### src/logic/gstmr_pkg.sv
// Constants, register map and state types of the gated sixteen-bit timer
//
// Overview of operation
// RULE1: Sixteen-bit up-counter written and read as high and low bytes, writes take effect at once.
// RULE2: On-bit clear means off; on alone counts always; on with gate-enable follows gate.
// RULE3: Clock select 11 low-freq osc, 10 external pin, 01 system clock, 00 instruction clock.
// RULE4: System clock source advances four counts per instruction cycle.
// RULE5: External source counts rising edges, synchronized or asynchronous.
// RULE6: External mode needs a falling edge before first rising edge after enable, write, disable.
// RULE7: Prescaler divides by 1, 2, 4 or 8 and is hidden from software.
// RULE8: Writing either count byte clears the prescaler.
// RULE9: Oscillator-enable starts the crystal oscillator, which keeps running in sleep.
// RULE10: Sync-disable bit lets the external input count free of instruction phases.
// RULE11: Asynchronous external counting runs in sleep and its overflow requests wake-up.
// RULE12: Reading count bytes during asynchronous counting returns a valid value.
// RULE13: Software stops the counter before writing; a racing write may corrupt the count.
// RULE14: Switching sync mode may lose or add one increment.
// RULE15: Gate-enable bit turns gating on; polarity bit picks the counting gate level.
// RULE16: Gate open counts on selected clock edge; gate closed holds the count.
// RULE17: Counting happens when gate level equals the polarity bit.
// RULE18: Three identical timers, each with own counter, control and gate.
// RULE19: Software may preload FC00h so overflow marks 1024 oscillator cycles.
// RULE20: Count wraps FFFFh to 0000h and sets a flag only software clears.
// RULE21: Gate source 00 gate pin, 01 eight-bit timer overflow, 10/11 comparators.
package gstmr_pkg;
    localparam int unsigned NCH        = 3;
    localparam int unsigned ADDR_W     = 4;
    localparam int unsigned DATA_W     = 8;
    localparam logic [1:0]  OFS_CNT_LO = 2'h0;
    localparam logic [1:0]  OFS_CNT_HI = 2'h1;
    localparam logic [1:0]  OFS_TCON   = 2'h2;
    localparam logic [1:0]  OFS_GCON   = 2'h3;
    // Timer control register fields
    localparam int unsigned TC_ON      = 0;
    localparam int unsigned TC_ASYNC   = 1;
    localparam int unsigned TC_OSCEN   = 2;
    localparam int unsigned TC_PS_LO   = 4;
    localparam int unsigned TC_CS_LO   = 6;
    localparam logic [7:0]  TC_MASK    = 8'hf7;
    // Gate control register fields
    localparam int unsigned GC_SRC_LO  = 0;
    localparam int unsigned GC_OVF     = 3;
    localparam int unsigned GC_POL     = 6;
    localparam int unsigned GC_GE      = 7;
    localparam logic [7:0]  GC_MASK    = 8'hc3;
    // Clock select and gate source codes
    localparam logic [1:0]  CS_INSTR   = 2'h0;
    localparam logic [1:0]  CS_SYS     = 2'h1;
    localparam logic [1:0]  CS_EXT     = 2'h2;
    localparam logic [1:0]  CS_LFOSC   = 2'h3;
    localparam logic [1:0]  GS_PIN     = 2'h0;
    localparam logic [1:0]  GS_T0OVF   = 2'h1;
    localparam logic [1:0]  GS_CMP1    = 2'h2;
    localparam logic [1:0]  GS_CMP2    = 2'h3;
    // Values after reset and the count's top value
    localparam logic [15:0] CNT_RST    = 16'h0000;
    localparam logic [7:0]  TCON_RST   = 8'h00;
    localparam logic [7:0]  GCON_RST   = 8'h00;
    localparam logic [2:0]  PSC_RST    = 3'h0;
    localparam logic [7:0]  RDATA_RST  = 8'h00;
    localparam logic [15:0] CNT_MAX    = 16'hffff;
    // Cycle counts of the internal time bases
    localparam int unsigned INSTR_DIV  = 4;
    localparam int unsigned LFOSC_DIV  = 640;

    typedef struct packed {
        logic [NCH-1:0][15:0] cnt;
        logic [NCH-1:0][7:0]  tcon;
        logic [NCH-1:0][7:0]  gcon;
        logic [NCH-1:0][2:0]  psc;
        logic [NCH-1:0]       armed;
        logic [NCH-1:0]       src_prev;
        logic [NCH-1:0]       pend;
        logic [NCH-1:0]       ovf;
        logic [NCH-1:0]       xtal_out;
        logic [7:0]           rdata;
    } gstmr_state_t;
endpackage : gstmr_pkg

### src/logic/gstmr_top.sv
// Three gated sixteen-bit timers with register port, prescalers and gate logic
//
// The implementer's own choices: strobed register access and the register offsets.
`timescale 1ns/100ps
`default_nettype none
module gstmr_top (
    input  wire logic                            CLK_SYS,
    input  wire logic                            RSTN,
    input  wire logic                            CE,
    input  wire logic [gstmr_pkg::ADDR_W-1:0]    ADDR,
    input  wire logic [gstmr_pkg::DATA_W-1:0]    WDATA,
    input  wire logic                            WR,
    input  wire logic                            RD,
    output var  logic [gstmr_pkg::DATA_W-1:0]    RDATA,
    input  wire logic                            SLEEP,
    input  wire logic [gstmr_pkg::NCH-1:0]       EXT_COUNT_IN,
    input  wire logic [gstmr_pkg::NCH-1:0]       GATE_IN,
    input  wire logic [gstmr_pkg::NCH-1:0]       CRYSTAL_IN,
    output var  logic [gstmr_pkg::NCH-1:0]       CRYSTAL_OUT,
    input  wire logic                            TMR0_OVF,
    input  wire logic                            CMP1_OUT,
    input  wire logic                            CMP2_OUT,
    output var  logic [gstmr_pkg::NCH-1:0]       OVF_IRQ
);

    ////////////////////////////////////////////////////////////////////////////
    // Decode helpers

    function automatic logic reg_hit(
        input logic [gstmr_pkg::ADDR_W-1:0] a,
        input int unsigned                  ch,
        input logic [1:0]                   ofs
    );
        reg_hit = (a[3:2] == 2'(ch)) && (a[1:0] == ofs);
    endfunction : reg_hit

    function automatic logic psc_hit(
        input logic [2:0] p,
        input logic [1:0] sel
    );
        logic [2:0] m;
        m = 3'h0;
        case (sel)
            2'h0: m = 3'h0;
            2'h1: m = 3'h1;
            2'h2: m = 3'h3;
            2'h3: m = 3'h7;
            default: m = 3'h0;
        endcase
        psc_hit = (p & m) == m;
    endfunction : psc_hit

    ////////////////////////////////////////////////////////////////////////////
    // Reset release and input synchronizers

    logic                        rst_n;
    logic [gstmr_pkg::NCH-1:0]   ext_s;
    logic [gstmr_pkg::NCH-1:0]   gate_s;
    logic [gstmr_pkg::NCH-1:0]   xtal_s;
    logic [1:0]                  cmp_s;
    logic                        instr_tick;
    logic                        lf_tick;

    gstmr_sync #(
        .W (1)
    ) u_rst_sync (
        .clk   (CLK_SYS),
        .rst_n (RSTN),
        .en    (CE),
        .d     (1'b1),
        .q     (rst_n)
    );

    gstmr_sync #(
        .W (3 * gstmr_pkg::NCH + 2)
    ) u_pin_sync (
        .clk   (CLK_SYS),
        .rst_n (rst_n),
        .en    (CE),
        .d     ({EXT_COUNT_IN, GATE_IN, CRYSTAL_IN, CMP2_OUT, CMP1_OUT}),
        .q     ({ext_s, gate_s, xtal_s, cmp_s})
    );

    ////////////////////////////////////////////////////////////////////////////
    // Shared time bases; both stop while the processor sleeps

    gstmr_tick #(
        .DIV (gstmr_pkg::INSTR_DIV)
    ) u_instr_tick (
        .clk   (CLK_SYS),
        .rst_n (rst_n),
        .en    (CE),
        .run   (!SLEEP),
        .tick  (instr_tick)
    );

    gstmr_tick #(
        .DIV (gstmr_pkg::LFOSC_DIV)
    ) u_lf_tick (
        .clk   (CLK_SYS),
        .rst_n (rst_n),
        .en    (CE),
        .run   (!SLEEP),
        .tick  (lf_tick)
    );

    ////////////////////////////////////////////////////////////////////////////
    // Timer state

    gstmr_pkg::gstmr_state_t st_q;
    gstmr_pkg::gstmr_state_t st_d;

    always_comb begin
        logic        on;
        logic        async_m;
        logic        oscen;
        logic [1:0]  cs;
        logic [1:0]  ps;
        logic [1:0]  gsrc;
        logic        gate_lvl;
        logic        gate_ok;
        logic        run;
        logic        awake;
        logic        src_lvl;
        logic        rise;
        logic        fall;
        logic        edge_ok;
        logic        tick;
        logic        wr_lo;
        logic        wr_hi;
        logic        wr_tc;
        logic        wr_gc;
        logic        ovf_set;
        logic [7:0]  rd_val;
        on       = 1'b0;
        async_m  = 1'b0;
        oscen    = 1'b0;
        cs       = 2'h0;
        ps       = 2'h0;
        gsrc     = 2'h0;
        gate_lvl = 1'b0;
        gate_ok  = 1'b0;
        run      = 1'b0;
        awake    = 1'b0;
        src_lvl  = 1'b0;
        rise     = 1'b0;
        fall     = 1'b0;
        edge_ok  = 1'b0;
        tick     = 1'b0;
        wr_lo    = 1'b0;
        wr_hi    = 1'b0;
        wr_tc    = 1'b0;
        wr_gc    = 1'b0;
        ovf_set  = 1'b0;
        rd_val   = gstmr_pkg::RDATA_RST;
        st_d     = st_q;

        for (int unsigned i = 0; i < gstmr_pkg::NCH; i++) begin // RULE18
            on      = st_q.tcon[i][gstmr_pkg::TC_ON];
            async_m = st_q.tcon[i][gstmr_pkg::TC_ASYNC];
            oscen   = st_q.tcon[i][gstmr_pkg::TC_OSCEN];
            cs      = st_q.tcon[i][gstmr_pkg::TC_CS_LO +: 2];
            ps      = st_q.tcon[i][gstmr_pkg::TC_PS_LO +: 2];
            gsrc    = st_q.gcon[i][gstmr_pkg::GC_SRC_LO +: 2];

            wr_lo = WR && reg_hit(ADDR, i, gstmr_pkg::OFS_CNT_LO);
            wr_hi = WR && reg_hit(ADDR, i, gstmr_pkg::OFS_CNT_HI);
            wr_tc = WR && reg_hit(ADDR, i, gstmr_pkg::OFS_TCON);
            wr_gc = WR && reg_hit(ADDR, i, gstmr_pkg::OFS_GCON);

            // Gate source selection
            case (gsrc) // RULE21
                gstmr_pkg::GS_PIN:   gate_lvl = gate_s[i];
                gstmr_pkg::GS_T0OVF: gate_lvl = TMR0_OVF;
                gstmr_pkg::GS_CMP1:  gate_lvl = cmp_s[0];
                gstmr_pkg::GS_CMP2:  gate_lvl = cmp_s[1];
                default:             gate_lvl = gate_s[i];
            endcase

            // Gate opens when its level matches the polarity bit
            gate_ok = !st_q.gcon[i][gstmr_pkg::GC_GE] // RULE15
                      || (gate_lvl == st_q.gcon[i][gstmr_pkg::GC_POL]); // RULE17
            run     = on && gate_ok; // RULE2

            // Only the asynchronous external path survives sleep
            awake = !SLEEP || (cs == gstmr_pkg::CS_EXT && async_m); // RULE11

            // External level: crystal when the oscillator is on, else the pin
            src_lvl = oscen ? xtal_s[i] : ext_s[i];
            rise    = src_lvl && !st_q.src_prev[i]; // RULE5
            fall    = !src_lvl && st_q.src_prev[i];
            st_d.src_prev[i] = src_lvl;

            // Falling edge must arm the counter first
            if (!on || wr_lo || wr_hi) begin
                st_d.armed[i] = 1'b0; // RULE6
            end else if (fall) begin
                st_d.armed[i] = 1'b1; // RULE6
            end
            edge_ok = rise && st_q.armed[i]; // RULE6

            // Synchronous mode waits for the next instruction phase
            if (async_m || !on) begin
                st_d.pend[i] = 1'b0; // RULE10
            end else if (edge_ok) begin
                st_d.pend[i] = 1'b1; // RULE14
            end else if (instr_tick) begin
                st_d.pend[i] = 1'b0;
            end

            case (cs) // RULE3
                gstmr_pkg::CS_LFOSC: tick = lf_tick;
                gstmr_pkg::CS_EXT:   tick = async_m ? edge_ok // RULE10
                                                    : (st_q.pend[i] && instr_tick);
                gstmr_pkg::CS_SYS:   tick = 1'b1; // RULE4
                gstmr_pkg::CS_INSTR: tick = instr_tick;
                default:             tick = 1'b0;
            endcase

            // Prescaler and counter; a write wins over an increment
            ovf_set = 1'b0;
            if (wr_lo || wr_hi) begin
                st_d.psc[i] = gstmr_pkg::PSC_RST; // RULE8
                if (wr_lo) begin
                    st_d.cnt[i][7:0] = WDATA; // RULE1
                end
                if (wr_hi) begin
                    st_d.cnt[i][15:8] = WDATA; // RULE1
                end
            end else if (run && awake && tick) begin // RULE16
                st_d.psc[i] = st_q.psc[i] + 3'h1; // RULE7
                if (psc_hit(st_q.psc[i], ps)) begin // RULE7
                    st_d.psc[i] = gstmr_pkg::PSC_RST;
                    st_d.cnt[i] = st_q.cnt[i] + 16'h0001; // RULE1
                    ovf_set     = (st_q.cnt[i] == gstmr_pkg::CNT_MAX); // RULE20
                end
            end

            // Control registers
            if (wr_tc) begin
                st_d.tcon[i] = WDATA & gstmr_pkg::TC_MASK;
            end
            if (wr_gc) begin
                st_d.gcon[i] = WDATA & gstmr_pkg::GC_MASK;
            end

            // Overflow flag: hardware set wins over a software clear
            if (ovf_set) begin
                st_d.ovf[i] = 1'b1; // RULE20
            end else if (wr_gc) begin
                st_d.ovf[i] = WDATA[gstmr_pkg::GC_OVF]; // RULE20
            end

            // Crystal amplifier runs regardless of sleep
            st_d.xtal_out[i] = oscen && !xtal_s[i]; // RULE9

            // Read mux; the count lives in this domain so reads are coherent
            if (reg_hit(ADDR, i, gstmr_pkg::OFS_CNT_LO)) begin
                rd_val = st_q.cnt[i][7:0]; // RULE12
            end else if (reg_hit(ADDR, i, gstmr_pkg::OFS_CNT_HI)) begin
                rd_val = st_q.cnt[i][15:8]; // RULE12
            end else if (reg_hit(ADDR, i, gstmr_pkg::OFS_TCON)) begin
                rd_val = st_q.tcon[i];
            end else if (reg_hit(ADDR, i, gstmr_pkg::OFS_GCON)) begin
                rd_val = st_q.gcon[i];
                rd_val[gstmr_pkg::GC_OVF] = st_q.ovf[i];
            end
        end

        // Read data stand only in the cycle after the strobe
        st_d.rdata = RD ? rd_val : gstmr_pkg::RDATA_RST;

        if (!CE) begin
            st_d = st_q;
        end
    end

    always_ff @(posedge CLK_SYS or negedge rst_n) begin
        if (!rst_n) begin
            for (int unsigned i = 0; i < gstmr_pkg::NCH; i++) begin
                st_q.cnt[i]  <= gstmr_pkg::CNT_RST;
                st_q.tcon[i] <= gstmr_pkg::TCON_RST;
                st_q.gcon[i] <= gstmr_pkg::GCON_RST;
                st_q.psc[i]  <= gstmr_pkg::PSC_RST;
            end
            st_q.armed    <= '0;
            st_q.src_prev <= '0;
            st_q.pend     <= '0;
            st_q.ovf      <= '0;
            st_q.xtal_out <= '0;
            st_q.rdata    <= gstmr_pkg::RDATA_RST;
        end else begin
            st_q <= st_d;
        end
    end

    ////////////////////////////////////////////////////////////////////////////
    // Outputs straight from flops

    assign RDATA       = st_q.rdata;
    assign OVF_IRQ     = st_q.ovf; // RULE11
    assign CRYSTAL_OUT = st_q.xtal_out;

endmodule : gstmr_top
`default_nettype wire

### src/logic/gstmr_sync.sv
// Two-flop synchronizer for levels from outside the clock domain
`timescale 1ns/100ps
`default_nettype none
module gstmr_sync #(
    parameter int unsigned W = 1
) (
    input  wire logic         clk,
    input  wire logic         rst_n,
    input  wire logic         en,
    input  wire logic [W-1:0] d,
    output var  logic [W-1:0] q
);
    typedef struct packed {
        logic [W-1:0] s1;
        logic [W-1:0] s2;
    } gstmr_sync_t;

    gstmr_sync_t st_q;
    gstmr_sync_t st_d;

    always_comb begin
        st_d = st_q;
        if (en) begin
            st_d.s1 = d;
            st_d.s2 = st_q.s1;
        end
    end

    always_ff @(posedge clk or negedge rst_n) begin
        if (!rst_n) begin
            st_q <= '0;
        end else begin
            st_q <= st_d;
        end
    end

    assign q = st_q.s2;
endmodule : gstmr_sync
`default_nettype wire

### src/logic/gstmr_tick.sv
// Free-running divider giving a one-cycle tick every DIV enabled cycles
`timescale 1ns/100ps
`default_nettype none
module gstmr_tick #(
    parameter int unsigned DIV = 4
) (
    input  wire logic clk,
    input  wire logic rst_n,
    input  wire logic en,
    input  wire logic run,
    output var  logic tick
);
    localparam logic [15:0] LAST = 16'(DIV - 1);

    typedef struct packed {
        logic [15:0] cnt;
        logic        tick;
    } gstmr_tick_t;

    gstmr_tick_t st_q;
    gstmr_tick_t st_d;

    always_comb begin
        st_d = st_q;
        if (en) begin
            st_d.tick = 1'b0;
            if (run) begin
                if (st_q.cnt == LAST) begin
                    st_d.cnt  = 16'h0000;
                    st_d.tick = 1'b1;
                end else begin
                    st_d.cnt = st_q.cnt + 16'h0001;
                end
            end
        end
    end

    always_ff @(posedge clk or negedge rst_n) begin
        if (!rst_n) begin
            st_q <= '0;
        end else begin
            st_q <= st_d;
        end
    end

    assign tick = st_q.tick;
endmodule : gstmr_tick
`default_nettype wire

### config.mk
export PLATFORM = sky130hd
export DESIGN_NAME = gstmr_top
export DESIGN_NICKNAME = d
export VERILOG_FILES = /design/src/logic/gstmr_pkg.sv /design/src/logic/gstmr_top.sv /design/src/logic/gstmr_sync.sv /design/src/logic/gstmr_tick.sv
export SDC_FILE = /design/constraint.sdc
export NUM_CORES = 1
export LEC_CHECK = 0
export BUFFER_PORTS_ARGS = -buffer_cell sky130_fd_sc_hd__buf_2
export CORE_UTILIZATION = 60
export CTS_CLUSTER_SIZE = 28
export DETAILED_ROUTE_END_ITERATION = 8
export HOLD_SLACK_MARGIN = 0.03
export PLACE_DENSITY = 0.9
export SETUP_SLACK_MARGIN = 0.3
export SLEW_MARGIN = 20
export SYNTH_ARGS = -nofsm -noshare
export SYNTH_HDL_FRONTEND = slang
export SYNTH_SLANG_ARGS = --single-unit
export TNS_END_PERCENT = 50
### constraint.sdc
create_clock -name CLK_SYS -period 14.15 [get_ports CLK_SYS]
set_clock_uncertainty 0.1 [all_clocks]
set_input_delay 1.415 -clock CLK_SYS [delete_from_list [all_inputs] [get_ports CLK_SYS]]
set_output_delay 1.415 -clock CLK_SYS [all_outputs]
set_load 0.01 [all_outputs]
==> flow_summary.toml <==
[route]
ant_nets = 0
routed_wl_mm = 25.6
wl_per_cell_um = 21.3
vias = 8247
first_pass_iters = 6
drc = 0
via_per_inst = 6.86
drt-initial-drc-count = 1258

[worst_setup_path]
crit_type = "primary input to register"
slowest_delay_ns = 0.59
startpoint_type = "primary input"
crit_path_top_delay_cell = "and3_1"
cp.arrival_ns = 3.99
crit_chain = "buf_2 -> clkinv_1 -> and3_1 -> a21oi_1 -> nand2_1 -> or3_1 -> a211oi_1"
cpLargestDelayFamily = "simple AND/OR/NAND/NOR gates"
worstPathMaxFanout = 23
path_buf_inv = 2
cp.required_ns = 14.41
cp-end-kind = "register"

[placed_design]
hpwlAfterDp_mm = 17.1
gp_congestion = 0.955
dp_cells = 1172
io_buffers = 43

[global_routing]
grt_use_total = 0.333
antenna_found_initial = 0
grt_start_max_net_pins = 73
grt.overflow.total = 0
grt_pass1_wl_mm = 41.8
grt_pass1_vias = 7792

[floorplan]
core_mm2 = 0.0154
dieWidth_um = 129
dieArea_mm2 = 0.0165
num_rows = 45
floorplan.initialDensity = 0.623
die_height_um = 129
ios = 44

[pwr]
power.density_mw_per_mm2 = 135
p_leak_nw = 4.29
ir_drop_v = 0.000106

[sta]
relSlewSlack = 0.297
setup_tns_ns = 0
setup_viol = 0
fmaxAchievable_mhz = 268
grt_setup_unrepaired = "false"
finalMaxSlewViolations = 0
fin_crit_ns = 3.73
hold_viol = 0
tightest_slew_ns = 1.05
finalCritPeriodShare = 0.264

[finish]
diodes = 0
syn_to_final_growth_pct = 8.40
n_fill_cell = 1183
drive_gt1_frac = 0.166
fin_cells = 1203
final_cell_mix = "dfrtp_1, nand2_1, nor2_1, mux2_2, buf_2"
nets = 1018
final_common_cell = "dfrtp_1"

[outcome]
status = "finished, final reports clean"

[logic_synthesis]
synth.avg_cell_area_um2 = 9.84
yosysTopAreaCell = "dfrtp_1"
async_flop_share = 1.00
ys_top_cells_by_area = "dfrtp_1, mux2_2, nand2_1"
ys.flop_type = "dfrtp_1"
synth.distinct_cells = 82
yosysTopAreaCellShare = 0.445
synth-seq-cells = 171
synth-edff-count = 0
netlist_area_mm2 = 0.00961
synth_fp_nets = 1014
synth_warnings = 0
synth_seq_area_share = 0.445
synthCells = 976

[clock_network]
cts_num_sinks = 171
cts_resized = 0
clk_pin_slew_ns = 0.07
clock_latency_ns = 0.45
cts_buffers = 17
cts_tree = "done"
clockRootBuffer = "clkbuf_16"
ctsHoldBuffers = 0
htree_levels = 4
cts_setup_buffers = 0
clk_path_buf_depth = 2

[min_path]
min_path_type = "register to asynchronous set/reset pin"

[flow_run]
drv_cap = 0
## stage by stage
stage	power (mW)	hold WS, ns	util	area (um^2)	worst slack (ns)
final	1.40	0.156	0.675	10400	10.42
after global routing	1.46	0.202	0.675	10400	10.08
after global placement	0.906	0.162	0.637	9830	10.09
after floorplan	0.841	0.331	-	9610	8.92
after detailed placement	0.921	0.165	0.637	9830	10.02
after CTS	1.39	0.175	0.675	10400	10.48
## kinds of logic after synthesis
family                   Yosys count  share of synthesized area
multiplexers                      80                      0.106
buffers and inverters             94                     0.0443
flip-flops                       171                      0.445
adder cells (fa/ha/maj)            8                     0.0104
AND/OR/NAND/NOR                  367                      0.195
XOR/XNOR                          28                     0.0255
AO/OA/AOI/OAI                    228                      0.174
## report_power, final
part           total [mW]  switching [mW]  internal, mW
logic               0.254           0.132         0.122
clock network       0.475           0.208         0.267
registers           0.674           0.103         0.571
total                1.40           0.443         0.959
## cells in the mapped netlist, types with 5 or more instances
cell / number
mux2i_1: 14
mux2_2: 54
a32o_1: 7
xnor2_1: 18
a211oi_1: 8
and2_1: 8
a22o_1: 5
ha_1: 8
or3_1: 13
nand2b_1: 15
o31ai_1: 5
clkbuf_1: 28
nand4_1: 15
o2bb2ai_1: 12
nand2_1: 106
o311ai_1: 9
inv_1: 28
o211ai_1: 13
o41ai_1: 7
nand3_1: 38
a221o_1: 7
nor4_1: 11
nand4b_1: 5
nor2b_1: 7
buf_2: 9
and3_1: 24
dfrtp_1: 171
nor2_1: 70
o31a_1: 5
a31oi_1: 5
xor2_1: 10
mux4_2: 12
nor3_1: 26
or4_1: 6
buf_4: 14
a311oi_1: 7
a21oi_1: 38
o21ai_0: 42
buf_1: 12
o22ai_1: 10
## metal layers
layer	routed length [um]	up-vias	GRT usage
li1	-	3652	-
met1	10500	3968	0.453
met2	11300	540	0.491
met3	2990	87	0.107
met4	841	0	0.145
met5	0	-	0
## final timing paths
path                                 start         endpoint  slack [ns]  depth (start not counted)
min in group CLK_SYS       u_pin_sync.q[3]   CRYSTAL_OUT[1]        0.36                          1
max                                ADDR[1]        st_q[126]       10.42                          7
min reg2reg                   u_rst_sync.q  u_pin_sync.q[4]        0.16                          0
min                           u_rst_sync.q  u_pin_sync.q[4]        0.16                          0
max in group asynchronous     u_rst_sync.q         st_q[54]       11.72                          2
max reg2reg                       st_q[66]         st_q[99]       11.45                          6
## sequential cells by signal (all words and copies together), names as in the netlist
name               count
CRYSTAL_OUT            3
OVF_IRQ                3
RDATA                  8
st_q                  99
u_instr_tick.st_q     16
u_instr_tick.tick      1
u_lf_tick.st_q        16
u_lf_tick.tick         1
u_pin_sync.q          11
u_pin_sync.st_q       11
u_rst_sync.q           1
u_rst_sync.st_q        1
## area by class of cell
class,count,area (um^2),share of cell area
flip-flops and latches,171,4280,0.411
inverters,29,109,0.0105
multi-input cells,711,4910,0.471
clock buffers,20,447,0.0429
repair buffers,50,268,0.0257
well taps,211,264,0.0254
clock inverters,11,136,0.0131
No activity file was read; power rests on OpenSTA's default activity.
